**config.mk**
```make
export PLATFORM = sky130hd
export DESIGN_NAME = psp_port
export DESIGN_NICKNAME = d
export VERILOG_FILES = /design/src/rtl/psp_pkg.sv /design/src/rtl/psp_port.sv
export SDC_FILE = /design/constraint.sdc
export NUM_CORES = 1
export LEC_CHECK = 0
export BUFFER_PORTS_ARGS = -buffer_cell sky130_fd_sc_hd__buf_2
export CAP_MARGIN = 20
export CELL_PAD_IN_SITES_DETAIL_PLACEMENT = 0
export CELL_PAD_IN_SITES_GLOBAL_PLACEMENT = 1
export CORE_UTILIZATION = 30
export DETAILED_ROUTE_END_ITERATION = 8
export GPL_TIMING_DRIVEN = 0
export PLACE_DENSITY = 0.71
export SLEW_MARGIN = 30
export SYNTH_ARGS = -nofsm -noshare
export SYNTH_HDL_FRONTEND = slang
export SYNTH_SLANG_ARGS = --single-unit
```
**constraint.sdc**
```tcl
create_clock -name i_core_clk -period 3.5 [get_ports i_core_clk]
set_input_delay 0.175 -clock i_core_clk [delete_from_list [all_inputs] [get_ports i_core_clk]]
set_output_delay 0.175 -clock i_core_clk [all_outputs]
set_load 0.01 [all_outputs]
```
**src/rtl/psp_pkg.sv**
```systemverilog
// Package with constants and carrier types for the parallel slave port.
package psp_pkg;

  // ==========================================================================
  // Field positions
  // ==========================================================================
  localparam int unsigned PSP_SEL_BIT = 4;
  localparam int unsigned PSP_IBF_BIT = 7;
  localparam int unsigned PSP_OBF_BIT = 6;
  localparam int unsigned PSP_OVR_BIT = 5;
  localparam int unsigned PSP_IRQ_BIT = 7;
  localparam int unsigned PSP_DATA_W = 8;
  localparam logic [3:0] PSP_ANALOG_DIGITAL = 4'h6;

  // ==========================================================================
  // Reset values and phase counts
  // ==========================================================================
  localparam logic [7:0] PSP_LATCH_RST = 8'h00;
  localparam logic [1:0] PSP_PH_TWO = 2'h1;
  localparam logic [1:0] PSP_PH_FOUR = 2'h3;
  localparam int unsigned PSP_SYNC_STAGES = 2;

  // Firmware side of the port: strobes are one-cycle pulses.
  typedef struct packed {
    logic [7:0] wdata;
    logic wr_data;
    logic rd_data;
    logic clr_ovr;
    logic clr_irq;
  } psp_fw_req_t;

  // Status seen by firmware.
  typedef struct packed {
    logic input_full_flag;
    logic output_full_flag;
    logic ovr;
    logic irq_flag;
  } psp_status_t;

  // Pending flag update waiting for the phase window.
  typedef enum logic [1:0] {
    PSP_ST_IDLE = 2'b00,
    PSP_ST_WAIT2 = 2'b01,
    PSP_ST_WAIT4 = 2'b10
  } psp_pend_t;

endpackage : psp_pkg

```
**src/rtl/psp_port.sv**
```systemverilog
// Parallel slave port: two data latches, strobe logic and status flags.
//
// Behaviour
// - Select bit enables 8-bit slave port
// - External accesses taken asynchronous to core clock
// - Port E pins become read, write, select
// - Strobes work only with direction bits input
// - Strobes need digital analog pin configuration
// - Separate input and output latches, shared address
// - Data direction register ignored in slave mode
// - Write active while select and write low
// - Write end latches data, sets flags phased
// - Latch read clears input full; irq sticky
// - Write while full sets overrun, overwrites
// - Overrun clears after read and clear write
// - Read drives output latch, clears output full
// - Firmware write during read outputs immediately
// - Read end releases pins, sets irq phased
// - Output full stays low until firmware write
// - Mode off holds full flags clear
// - Irq flag firmware cleared; enable masks request
`timescale 1ns/100ps
module psp_port (
  input wire logic i_core_clk, // Core clock, 125 MHz.
  input wire logic i_rst_n, // Synchronous reset, active low.
  input wire logic [7:0] i_port_e_direction, // Port E direction bits.
  input wire logic [3:0] i_analog_pin_config, // Converter pin config.
  input wire logic [7:0] i_data_pin_direction, // Data direction bits.
  input wire logic [7:0] i_port_out_latch, // Normal-mode output data.
  input wire logic i_rd_n, // External read strobe, active low.
  input wire logic i_wr_n, // External write strobe, active low.
  input wire logic i_cs_n, // External chip select, active low.
  input wire logic [7:0] i_pins, // Data pin levels.
  input wire psp_pkg::psp_fw_req_t i_fw, // Firmware requests.
  input wire logic i_irq_enable, // Port interrupt enable.
  output logic [7:0] o_pins, // Data pin output value.
  output logic [7:0] o_pins_oe, // Data pin output enables, high drives.
  output logic [7:0] o_fw_rdata, // Firmware read data.
  output psp_pkg::psp_status_t o_status, // Status flags.
  output logic o_irq // Masked interrupt request.
);
  import psp_pkg::*;

  // Access decode, shared by the current and the delayed strobe samples.
  function automatic logic access_on(input logic ok, input logic cs_n,
      input logic strobe_n);
    return ok && !cs_n && !strobe_n;
  endfunction : access_on

  // ==========================================================================
  // Mode decode
  // ==========================================================================
  wire mode_on;
  wire strobes_ok;
  assign mode_on = i_port_e_direction[PSP_SEL_BIT];
  // Strobe pins count only as digital inputs when configured so.
  assign strobes_ok = mode_on && (&i_port_e_direction[2:0])
    && (i_analog_pin_config == PSP_ANALOG_DIGITAL);

  // ==========================================================================
  // Strobe synchronisers
  // ==========================================================================
  // Host strobes have no relation to our clock, so they are resynced
  // before any edge logic; this adds two cycles of latency.
  logic [2:0] s1_q;
  logic [2:0] s2_q;
  logic [2:0] s3_q;
  always_ff @(posedge i_core_clk) begin
    if (!i_rst_n) begin
      s1_q <= 3'h7;
      s2_q <= 3'h7;
      s3_q <= 3'h7;
    end else begin
      s1_q <= {i_cs_n, i_wr_n, i_rd_n};
      s2_q <= s1_q;
      s3_q <= s2_q;
    end
  end

  wire wr_act;
  wire rd_act;
  wire wr_act_old;
  wire rd_act_old;
  wire wr_done;
  wire rd_done;
  // Bit 2 is chip select, bit 1 the write and bit 0 the read strobe.
  assign wr_act = access_on(strobes_ok, s2_q[2], s2_q[1]);
  assign rd_act = access_on(strobes_ok, s2_q[2], s2_q[0]);
  assign wr_act_old = access_on(strobes_ok, s3_q[2], s3_q[1]);
  assign rd_act_old = access_on(strobes_ok, s3_q[2], s3_q[0]);
  assign wr_done = wr_act_old && !wr_act;
  assign rd_done = rd_act_old && !rd_act;

  // ==========================================================================
  // Phase counter
  // ==========================================================================
  logic [1:0] phase_q;
  wire ph2;
  wire ph4;
  always_ff @(posedge i_core_clk) begin
    if (!i_rst_n) begin
      phase_q <= 2'h0;
    end else begin
      phase_q <= phase_q + 2'h1;
    end
  end
  assign ph2 = (phase_q == PSP_PH_TWO);
  assign ph4 = (phase_q == PSP_PH_FOUR);

  // ==========================================================================
  // Phased flag release
  // ==========================================================================
  // A write end and read end may each be pending; both share one tracker
  // because strobes from one master cannot overlap on distinct accesses.
  psp_pend_t pend_q;
  psp_pend_t pend_d;
  logic pend_wr_q;
  wire fire;
  assign fire = (pend_q == PSP_ST_WAIT4) && ph4;
  always_comb begin
    pend_d = pend_q;
    case (pend_q)
      PSP_ST_IDLE: begin
        if (wr_done || rd_done) begin
          pend_d = PSP_ST_WAIT2;
        end
      end
      PSP_ST_WAIT2: begin
        if (ph2) begin
          pend_d = PSP_ST_WAIT4;
        end
      end
      PSP_ST_WAIT4: begin
        if (ph4) begin
          pend_d = PSP_ST_IDLE;
        end
      end
      default: begin
        pend_d = PSP_ST_IDLE;
      end
    endcase
  end

  // ==========================================================================
  // Latches and flags
  // ==========================================================================
  logic [7:0] in_q;
  logic [7:0] out_q;
  logic ibf_q;
  logic obf_q;
  logic ovr_q;
  logic irq_q;
  logic rd_seen_q;
  logic [7:0] pins_q;
  logic [7:0] oe_q;
  logic [7:0] rdata_q;
  logic irq_out_q;

  wire set_ibf;
  wire set_irq;
  wire rd_latch;
  assign set_ibf = fire && pend_wr_q;
  assign set_irq = fire;
  assign rd_latch = i_fw.rd_data && !wr_act;
  // Host-visible drive value: a new firmware write shows at once.
  wire [7:0] out_next;
  assign out_next = i_fw.wr_data ? i_fw.wdata : out_q;

  always_ff @(posedge i_core_clk) begin
    if (!i_rst_n) begin
      pend_q <= PSP_ST_IDLE;
    end else begin
      pend_q <= pend_d;
    end
  end

  // The data pins are still held by the host when the delayed strobe
  // shows the end of a write, so the capture sees settled data.
  always_ff @(posedge i_core_clk) begin
    if (!i_rst_n) begin
      pend_wr_q <= 1'b0;
      in_q <= PSP_LATCH_RST;
    end else if (wr_done) begin
      pend_wr_q <= 1'b1;
      in_q <= i_pins;
    end else if (rd_done) begin
      pend_wr_q <= 1'b0;
    end
  end

  always_ff @(posedge i_core_clk) begin
    if (!i_rst_n) begin
      out_q <= PSP_LATCH_RST;
    end else begin
      out_q <= out_next;
    end
  end

  always_ff @(posedge i_core_clk) begin
    if (!i_rst_n) begin
      ibf_q <= 1'b0;
      obf_q <= 1'b0;
    end else if (!mode_on) begin
      ibf_q <= 1'b0;
      obf_q <= 1'b0;
    end else begin
      ibf_q <= set_ibf || (ibf_q && !rd_latch);
      if (rd_act) begin
        obf_q <= 1'b0;
      end else if (i_fw.wr_data) begin
        obf_q <= 1'b1;
      end
    end
  end

  // Set wins over a clear in the same cycle, so no event is lost.
  wire irq_d;
  assign irq_d = set_irq || (irq_q && !i_fw.clr_irq);

  always_ff @(posedge i_core_clk) begin
    if (!i_rst_n) begin
      ovr_q <= 1'b0;
    end else if (set_ibf && ibf_q) begin
      ovr_q <= 1'b1;
    end else if (i_fw.clr_ovr && (rd_seen_q || rd_latch)) begin
      ovr_q <= 1'b0;
    end
  end

  // Remembers a latch read since the last write landed; the overrun
  // clear needs that read as well, in the same cycle or earlier.
  always_ff @(posedge i_core_clk) begin
    if (!i_rst_n) begin
      rd_seen_q <= 1'b0;
    end else if (set_ibf) begin
      rd_seen_q <= 1'b0;
    end else if (rd_latch) begin
      rd_seen_q <= 1'b1;
    end
  end

  always_ff @(posedge i_core_clk) begin
    if (!i_rst_n) begin
      irq_q <= 1'b0;
    end else begin
      irq_q <= irq_d;
    end
  end

  // ==========================================================================
  // Registered outputs
  // ==========================================================================
  // Selection happens here; the blocks below only register it, so every
  // output leaves from a flip-flop at the cost of one cycle of latency.
  wire [7:0] pins_d;
  wire [7:0] oe_d;
  wire [7:0] rdata_d;
  assign pins_d = mode_on ? out_next : i_port_out_latch;
  assign oe_d = mode_on ? (rd_act ? 8'hff : 8'h00)
    : ~i_data_pin_direction;
  // While a host write is active firmware sees the live pins.
  assign rdata_d = (mode_on && !wr_act) ? in_q : i_pins;

  always_ff @(posedge i_core_clk) begin
    if (!i_rst_n) begin
      pins_q <= PSP_LATCH_RST;
    end else begin
      pins_q <= pins_d;
    end
  end

  always_ff @(posedge i_core_clk) begin
    if (!i_rst_n) begin
      oe_q <= 8'h00;
    end else begin
      oe_q <= oe_d;
    end
  end

  always_ff @(posedge i_core_clk) begin
    if (!i_rst_n) begin
      rdata_q <= PSP_LATCH_RST;
    end else begin
      rdata_q <= rdata_d;
    end
  end

  always_ff @(posedge i_core_clk) begin
    if (!i_rst_n) begin
      irq_out_q <= 1'b0;
    end else begin
      irq_out_q <= irq_d && i_irq_enable;
    end
  end

  assign o_pins = pins_q;
  assign o_pins_oe = oe_q;
  assign o_fw_rdata = rdata_q;
  assign o_status = '{input_full_flag: ibf_q, output_full_flag: obf_q, ovr: ovr_q, irq_flag: irq_q};
  assign o_irq = irq_out_q;

endmodule : psp_port

```
-- Word-level counts from Yosys, hierarchy flattened
Index checks and enable logic that the tools add are counted.
- mux-type cells: 13
- bitwise logic cells: 3
- add/sub/neg operators: 1
- reductions and logical operators: 41
- eq/ne operators: 8
- operator list (kind ; number):
    $mux 8 ; 5
    $logic_and 1x1->1 ; 19
    $logic_not 1->1 ; 10
    $not 8->8 ; 1
    $mux 2 ; 3
    $ne 2x2->1 const B ; 3
    $pmux 2 s3 ; 1
    $reduce_and 3->1 ; 2
    $eq 2x1->1 const B ; 2
    $eq 2x2->1 const B ; 2
    $eq 4x3->1 const B ; 1
    $logic_or 1x1->1 ; 4
    $mux 1 ; 4
    $reduce_bool 2->1 ; 2
    $reduce_or 3->1 ; 1
    $add 2x1->2 const B ; 1
    $logic_not 2->1 ; 1
    $not 1->1 ; 2
    $reduce_and 2->1 ; 1
    $reduce_or 2->1 ; 1
- bits in registers: 60
- input bits: 54

-- Depth between registers and ports, before layout
Gate-level depths: netlist (run 1).
- depth after elaboration: 11
- mapped depth: 6

-- Worst setup path after synthesis (run 1)
No wires, ideal clock.
- path kind: input to register
- from: in i_analog_pin_config[3]
- to: reg pend_wr_q
- setup slack: 2180 ps
- buffers on the path: 0
- arrival: 1206 ps
- stages on the path: 4
- setup time: 115 ps
- required time: 3385 ps
- path through: nand4bb_4 > or2_4 > o41a_1 > o21a_1
- cells in the longest elaborated chain, start to end: 7
- elaborated cells between the ends (all ways): 14
- classes of those cells: eq/ne (1); mux (1); reduce/logical (12)
- ends and longest elaborated chain (what ; RTL line ; text):
    start, declared ; psp_port.sv:27 ; input wire logic [3:0] i_analog_pin_config,
    $eq 4x3->1 * ; psp_port.sv:58 ; && (i_analog_pin_config == PSP_ANALOG_DIGITAL);
    $logic_and 1x1->1 * ; psp_port.sv:58 ;
    $logic_and 1x1->1 (2 in a row) ; psp_port.sv:47 ; return ok && !cs_n && !strobe_n;
    $logic_not 1->1, on equally long branches ; psp_port.sv:91, psp_port.sv:92 ;
    $logic_and 1x1->1, on equally long branches ; psp_port.sv:91, psp_port.sv:92 ;
    $mux 1 / $reduce_bool 2->1 (equally long branches) ; - ;
    end signal, assigned ; psp_port.sv:181 ; pend_wr_q <= 1'b0;
    end signal, assigned ; psp_port.sv:184 ; pend_wr_q <= 1'b1;
    end signal, assigned ; psp_port.sv:187 ; pend_wr_q <= 1'b0;
    end, declared ; psp_port.sv:117 ; logic pend_wr_q;
Every way passes the cells marked *; elsewhere a longest branch is shown, timed or not.
A chain may end at the register's enable or synchronous reset.

-- Final worst setup path (run 1)
- from: reg s2_q[2]
- to: reg rdata_q[6] (netlist: o_fw_rdata[6])
- cells in the longest elaborated chain, start to end: 6
- ends and longest elaborated chain (what ; RTL line ; text):
    start, declared ; psp_port.sv:66 ; logic [2:0] s2_q;
    start signal, assigned ; psp_port.sv:75 ; s2_q <= s1_q;
    $logic_not 1->1 ; psp_port.sv:47 ;
    $logic_and 1x1->1 (2 in a row) ; psp_port.sv:47 ;
    $logic_not 1->1 ; psp_port.sv:262 ; assign rdata_d = (mode_on && !wr_act) ? in_q : i_pins;
    $logic_and 1x1->1 ; psp_port.sv:262 ;
    $mux 8 ; psp_port.sv:262 ;
    end signal, assigned ; psp_port.sv:284 ; rdata_q <= rdata_d;
    end, declared ; psp_port.sv:156 ; logic [7:0] rdata_q;
No other way between the ends.

==> results of run 1 <==
metal layers:
layer | GRT usage | vias up | routed length [um]
li1 | - | 893 | -
met1 | 0.1513 | 767 | 2231
met5 | 0 | - | 0
met3 | 0.04104 | 8 | 307
met4 | 0.08358 | 0 | 99
met2 | 0.2203 | 58 | 2076
flip-flops by register name (all words and copies together), names as in the netlist:
| register | count |
|---|---|
| o_fw_rdata | 8 |
| rd_seen_q | 1 |
| o_pins_oe | 8 |
| pend_wr_q | 1 |
| in_q | 8 |
| pend_q | 2 |
| s1_q | 3 |
| out_q | 8 |
| o_irq | 1 |
| ibf_q | 1 |
| s2_q | 3 |
| o_pins | 8 |
| ovr_q | 1 |
| irq_q | 1 |
| s3_q | 3 |
| phase_q | 2 |
| obf_q | 1 |
worst max-delay path, stage by stage, from the launching register on:
cell     delay (ns)
dfxtp_1        0.39
o41ai_4        0.65
buf_6          0.22
nand3_1        0.08
o21ai_0        0.11
how the worst max path moves through the flow:
stage | from | endpoint | depth (start not counted)
after floorplan | i_analog_pin_config[3] | pend_wr_q$_SDFFE_PN0P_ | 4
after global placement | i_analog_pin_config[3] | o_fw_rdata[6]$_SDFF_PN0_ | 6
after detailed placement | i_analog_pin_config[3] | o_fw_rdata[6]$_SDFF_PN0_ | 6
after CTS | s2_q[2]$_SDFF_PN1_ | o_fw_rdata[6]$_SDFF_PN0_ | 4
after global routing | s2_q[2]$_SDFF_PN1_ | o_fw_rdata[6]$_SDFF_PN0_ | 4
final | s2_q[2]$_SDFF_PN1_ | o_fw_rdata[6]$_SDFF_PN0_ | 4
cell usage after synthesis, drive strengths merged:
cell type,n
and2,2
buf,9
clkbuf,9
dfxtp,60
ha,2
inv,2
mux2i,16
nand2,19
nand2b,10
nand3,9
nand3b,2
nand4,2
nand4bb,1
nor2,11
nor2b,20
nor3,2
nor4,2
o211a,9
o211ai,1
o21a,10
o21ai,8
o21bai,1
o22ai,2
o311a,1
o31a,1
o41a,1
o41ai,1
or2,1
cells by family after synthesis:
family,after synthesis
AOI/OAI and AO/OA,35
adders and majority gates,2
buffers and inverters,20
DFF,60
muxes,16
and+or+nand+nor,81
cell usage in the layout (no fill, tap or decap), types with 2 or more instances in the layout:
master,Yosys,routed
nor4_1,2,2
nand3_1,9,9
buf_4,5,5
buf_2,2,77
nor2b_1,20,20
clkbuf_8,0,9
clkbuf_1,9,12
o21a_1,10,10
o22ai_1,2,2
nand3b_1,2,2
ha_1,2,2
nor2_1,11,11
clkinv_2,0,3
nand2_1,19,19
and2_1,2,2
buf_6,2,2
o211a_1,9,9
inv_1,2,2
nand2b_1,10,10
mux2i_1,16,16
dfxtp_1,60,60
o21ai_1,7,7
cell type report:
type | instances | area [um^2] | area share
inverters | 2 | 7.507 | 0.002582
clock inverters | 3 | 15.01 | 0.005164
multi-input cells | 134 | 945.9 | 0.3253
clock buffers | 12 | 135.1 | 0.04647
well taps | 99 | 123.9 | 0.04260
plain buffers | 18 | 103.9 | 0.03571
flip-flops and latches | 60 | 1201 | 0.4131
repair buffers | 75 | 375.4 | 0.1291
power by group:
| part | total [mW] | switching (mW) | internal, mW |
|---|---|---|---|
| logic | 0.124 | 0.0626 | 0.0619 |
| registers | 0.719 | 0.00902 | 0.710 |
| clock network | 0.496 | 0.246 | 0.250 |
stage by stage:
stage          worst slack [ns]  std cells
6_report                  1.972        403
4_1_cts                   1.948        403
5_1_grt                   1.834        403
2_1_floorplan             2.180        214
3_3_place_gp              1.900        388
3_5_place_dp              1.900        388
==> impl_metrics.json, run 1 <==
{
  "status": "completed",
  "leakagePower_nw": 1.333,
  "vias_per_cell": 4.283,
  "drtAntennaViolNets": 0,
  "avgSynthCellArea_um2": 10.55,
  "synth_top_area_cell": "dfxtp_1",
  "holdWs_ns": 0.03104,
  "rr_startpoint": "s2_q[2]$_SDFF_PN1_",
  "tns_ns": 0,
  "synth_top_area_share": 0.5319,
  "tritoncts": "done",
  "vias": 1726,
  "overflow": 0,
  "r2r-end": "o_fw_rdata[6]$_SDFF_PN0_",
  "grt_use_total": 0.1338,
  "synth_fa_ha_area_frac": 0.01108,
  "rows": 31,
  "grt_pass1_wl_um": 7707,
  "core_mm2": 0.007253,
  "root_buffer": "clkbuf_8",
  "yosys.area_share.xor_xnor": 0,
  "min_period_over_period": 0.4365,
  "post-cts-setup-buffers": 0,
  "synth_top_family_by_area": "simple AND/OR/NAND/NOR gates",
  "stdcell_area_mm2": 0.002908,
  "dr.pass1.iters": 4,
  "min_from": "i_rd_n",
  "drtIter0Drc": 37,
  "start_kind": "register",
  "die_x_um": 88.77,
  "p_total_mw": 1.339,
  "synth_simple_gate_area_share": 0.2083,
  "cts_hold_buf": 0,
  "placed_cell_area_mm2": 0.002758,
  "grt_antenna_before_repair": 0,
  "initial_utilization": 0.3114,
  "rsz0062_at_grt": "no",
  "synth-warning-count": 0,
  "clkTransAtPathRegs_ns": 0.06,
  "netlist_instances": 214,
  "io_pins": 83,
  "relSlewSlack": 0.6126,
  "grt_max_degree": 11,
  "synth_mux_area_frac": 0.07091,
  "synth.area.top_cells": "dfxtp_1 53%, mux2i_1 7.1%, nor2b_1 5.5%",
  "r2r_cells": 4,
  "hold_depth": 2,
  "arrival_ns": 1.78,
  "avgRoutedWirePerCell_um": 11.70,
  "final_layout_size_suffix_gt1_frac": 0.3322,
  "crit_type": "register to register",
  "setup_violations": 0,
  "clk_path_buf_depth": 2,
  "max_freq_mhz": 654.5,
  "post-route-util": 0.4009,
  "hold_path_class": "input port to register",
  "die_y_um": 88.77,
  "grt_pass1_vias": 1732,
  "cts_sinks": 60,
  "synth_compound_area_frac": 0.1285,
  "htreeDepth": 3,
  "tightest_slew_ns": 0.5792,
  "peakVddDrop_mv": 0.1443,
  "diodes": 0,
  "cts_resized": 0,
  "drv_slew": 0,
  "wl_um": 4715,
  "worstHoldEndpoint": "s1_q[0]$_SDFF_PN1_",
  "cp_max_fo": 10,
  "dp_hpwl_um": 3350,
  "syn-cell-area_mm2": 0.002258,
  "clk_latency_ns": 0.33,
  "critPathRequiredTime_ns": 3.75,
  "numCtsBuffers": 9,
  "powerDensity_mw_per_mm2": 460.6,
  "period_minus_slack_ns": 1.528,
  "end_kind": "register",
  "fin_nets": 356,
  "r2r_slack_ns": 1.97,
  "gp_congestion": 0.7328,
  "syn-num-nets": 270,
  "fillCellCount": 775,
  "hold_viol": 0,
  "drc": 0,
  "portBuffers": 75,
  "maxCapViolCount": 0,
  "die-area_mm2": 0.007879,
  "synth_seq_cells": 60,
  "area_delta_synth_final_pct": 28.75,
  "skew_ns": 0.008816,
  "synth_seq_area_share": 0.5319,
  "synth_cell_types": 33
}
(Power assumes the default switching activity.)
==> run 2: changes to the inputs <==
Settings changed: PLACE_DENSITY 0.71 to 0.73.
Clock period 3.5 ns to 1.4 ns, I/O delays scaled along.
==> run 2 against run 1 <==
Against the previous run:
- non-clock buffer count is 21 higher
- worst hold slack worse by 0.0095 ns
- worst setup slack worse by 1.9 ns
- total power grew to 2.6 times the previous value
- critical path type unchanged
- final cell count is 5.5% higher
- fmax is 18% higher
- via count is 4.5% higher
- clock-buffer cell count is 1 lower
- wire length is 7.2% higher
- sequential power grew to 2.5 times the previous value
- clock skew is 0.0040 ns lower
==> impl_metrics.json, run 2 (synthesized netlist as in run 1, its figures left out) <==
{
  "vias_per_cell": 4.242,
  "grt_antenna_before_repair": 0,
  "end_kind": "register",
  "min_from": "i_fw[9]",
  "rows": 31,
  "p_comb_frac": 0.102,
  "post-route-util": 0.4328,
  "switching_share": 0.2430,
  "wl_um": 5053,
  "arrival_ns": 1.51,
  "pwr-share-seq": 0.514,
  "numCtsBuffers": 9,
  "cts_sinks": 60,
  "leakagePower_nw": 1.430,
  "htreeDepth": 3,
  "grt_pass1_vias": 1690,
  "min_period_over_period": 0.9234,
  "hold_viol": 0,
  "dr.pass1.iters": 4,
  "dp_hpwl_um": 3367,
  "period_minus_slack_ns": 1.293,
  "gp_congestion": 0.7012,
  "avgRoutedWirePerCell_um": 11.89,
  "overflow": 0,
  "setup_violations": 0,
  "clkTransAtPathRegs_ns": 0.07,
  "drtAntennaViolNets": 0,
  "rr_startpoint": "s2_q[2]$_SDFF_PN1_",
  "tritoncts": "done",
  "vias": 1803,
  "relSlewSlack": 0.6211,
  "cp-startpoint": "s2_q[2]$_SDFF_PN1_",
  "internal-power_mw": 2.645,
  "die_y_um": 88.77,
  "fillCellCount": 737,
  "peakVddDrop_mv": 0.4377,
  "p_switching_uw": 849.2,
  "powerDensity_mw_per_mm2": 1113,
  "grt_max_degree": 11,
  "maxCapViolCount": 0,
  "critPathRequiredTime_ns": 1.62,
  "die_x_um": 88.77,
  "skew_ns": 0.004809,
  "portBuffers": 75,
  "status": "completed",
  "root_buffer": "clkbuf_8",
  "crit_type": "register to register",
  "layout_common_cells": "77 x buf_2, 58 x dfxtp_1, 20 x nor2b_1, 20 x dlygate4sd3_1, 19 x nand2_1",
  "drc": 0,
  "hold_path_class": "input port to register",
  "area_delta_synth_final_pct": 39.00,
  "initial_utilization": 0.3114,
  "p_clk_frac": 0.383,
  "clk_path_buf_depth": 2,
  "holdWs_ns": 0.02155,
  "drv_slew": 0,
  "final_layout_size_suffix_gt1_frac": 0.3282,
  "final_common_cell": "buf_2",
  "core_mm2": 0.007253,
  "diodes": 0,
  "drtIter0Drc": 55,
  "rsz0062_at_grt": "no",
  "grt_use_total": 0.1372,
  "max_freq_mhz": 773.6,
  "io_pins": 83,
  "die-area_mm2": 0.007879,
  "grt_pass1_wl_um": 7879,
  "stdcell_area_mm2": 0.003139,
  "crit_path_cell_trace": "o21bai_1, nor4_1, buf_4, mux2i_1, nor2b_1",
  "placed_cell_area_mm2": 0.002758,
  "start_kind": "register",
  "tightest_slew_ns": 0.5683,
  "critPathMaxStageDelay_ns": 0.40,
  "fin_nets": 377,
  "cp_max_fo": 10,
  "slowest_stage": "dfxtp_4",
  "clk_latency_ns": 0.33
}
-- run 2: per-stage QoR --
| step | setup TNS (ns) | cells | setup WS (ns) | total power [mW] |
|---|---|---|---|---|
| 3_3_place_gp | -0.6235 | 388 | -0.1223 | 2.150 |
| 5_1_grt | 0 | 425 | 0.01491 | 3.683 |
| 6_report | 0 | 425 | 0.1073 | 3.494 |
| 3_5_place_dp | -0.8350 | 388 | -0.1230 | 2.155 |
| 4_1_cts | 0 | 425 | 0.05529 | 3.572 |
| 2_1_floorplan | 0 | 214 | 0.1165 | 2.009 |
-- run 2: area by class of cell --
class | instances | area (um^2) | share of cell area
buffer | 18 | 103.9 | 0.03308
clock buffer | 11 | 141.4 | 0.04504
clock inverter | 5 | 27.53 | 0.008768
inverter | 2 | 7.507 | 0.002391
multi-input combinational | 134 | 945.9 | 0.3013
sequential | 60 | 1206 | 0.3842
tap | 99 | 123.9 | 0.03946
timing repair buffer | 96 | 583.1 | 0.1857
-- run 2: metal layers --
layer	vias up	GRT usage	wire length [um]	share of wire
met5	-	0	0	0
met4	0	0.07918	111	0.022
met3	8	0.03731	244	0.048
met2	51	0.2238	2263	0.45
met1	804	0.1623	2434	0.48
li1	940	-	-	-
-- run 2: power by group through the flow --
stage	Sequential, mW	Clock (mW)	Combinational, mW
2_1_floorplan	1.85	0	0.156
3_3_place_gp	1.83	0	0.316
3_5_place_dp	1.84	0	0.318
4_1_cts	1.80	1.41	0.364
5_1_grt	1.80	1.48	0.400
6_report	1.80	1.34	0.358
-- run 2: final timing paths --
check | end | slack, ns | depth (start not counted)
setup / recovery | in_q[2]$_SDFFE_PN0P_ | 0.11 | 5
hold / removal | out_q[5]$_SDFF_PN0_ | 0.02 | 3
setup reg to reg | in_q[2]$_SDFFE_PN0P_ | 0.11 | 5
hold reg to reg | s2_q[2]$_SDFF_PN1_ | 0.40 | 1
-- run 2: worst max-delay path, delay by kind of cell, from the launching register on --
family / cells / cell delay (ns)
compound gates: 1 / 0.08
buf+inv: 1 / 0.26
flops: 1 / 0.40
mux: 1 / 0.22
simple gates: 2 / 0.22
-- run 2: repair_timing --
item                       in CTS  in global routing
hold endpoints to repair       20                  0
resized for setup               1                  2
pin swaps                       1                  0
setup endpoints to repair      16                  4
hold buffers                   20                  0
setup buffers                   1                  0
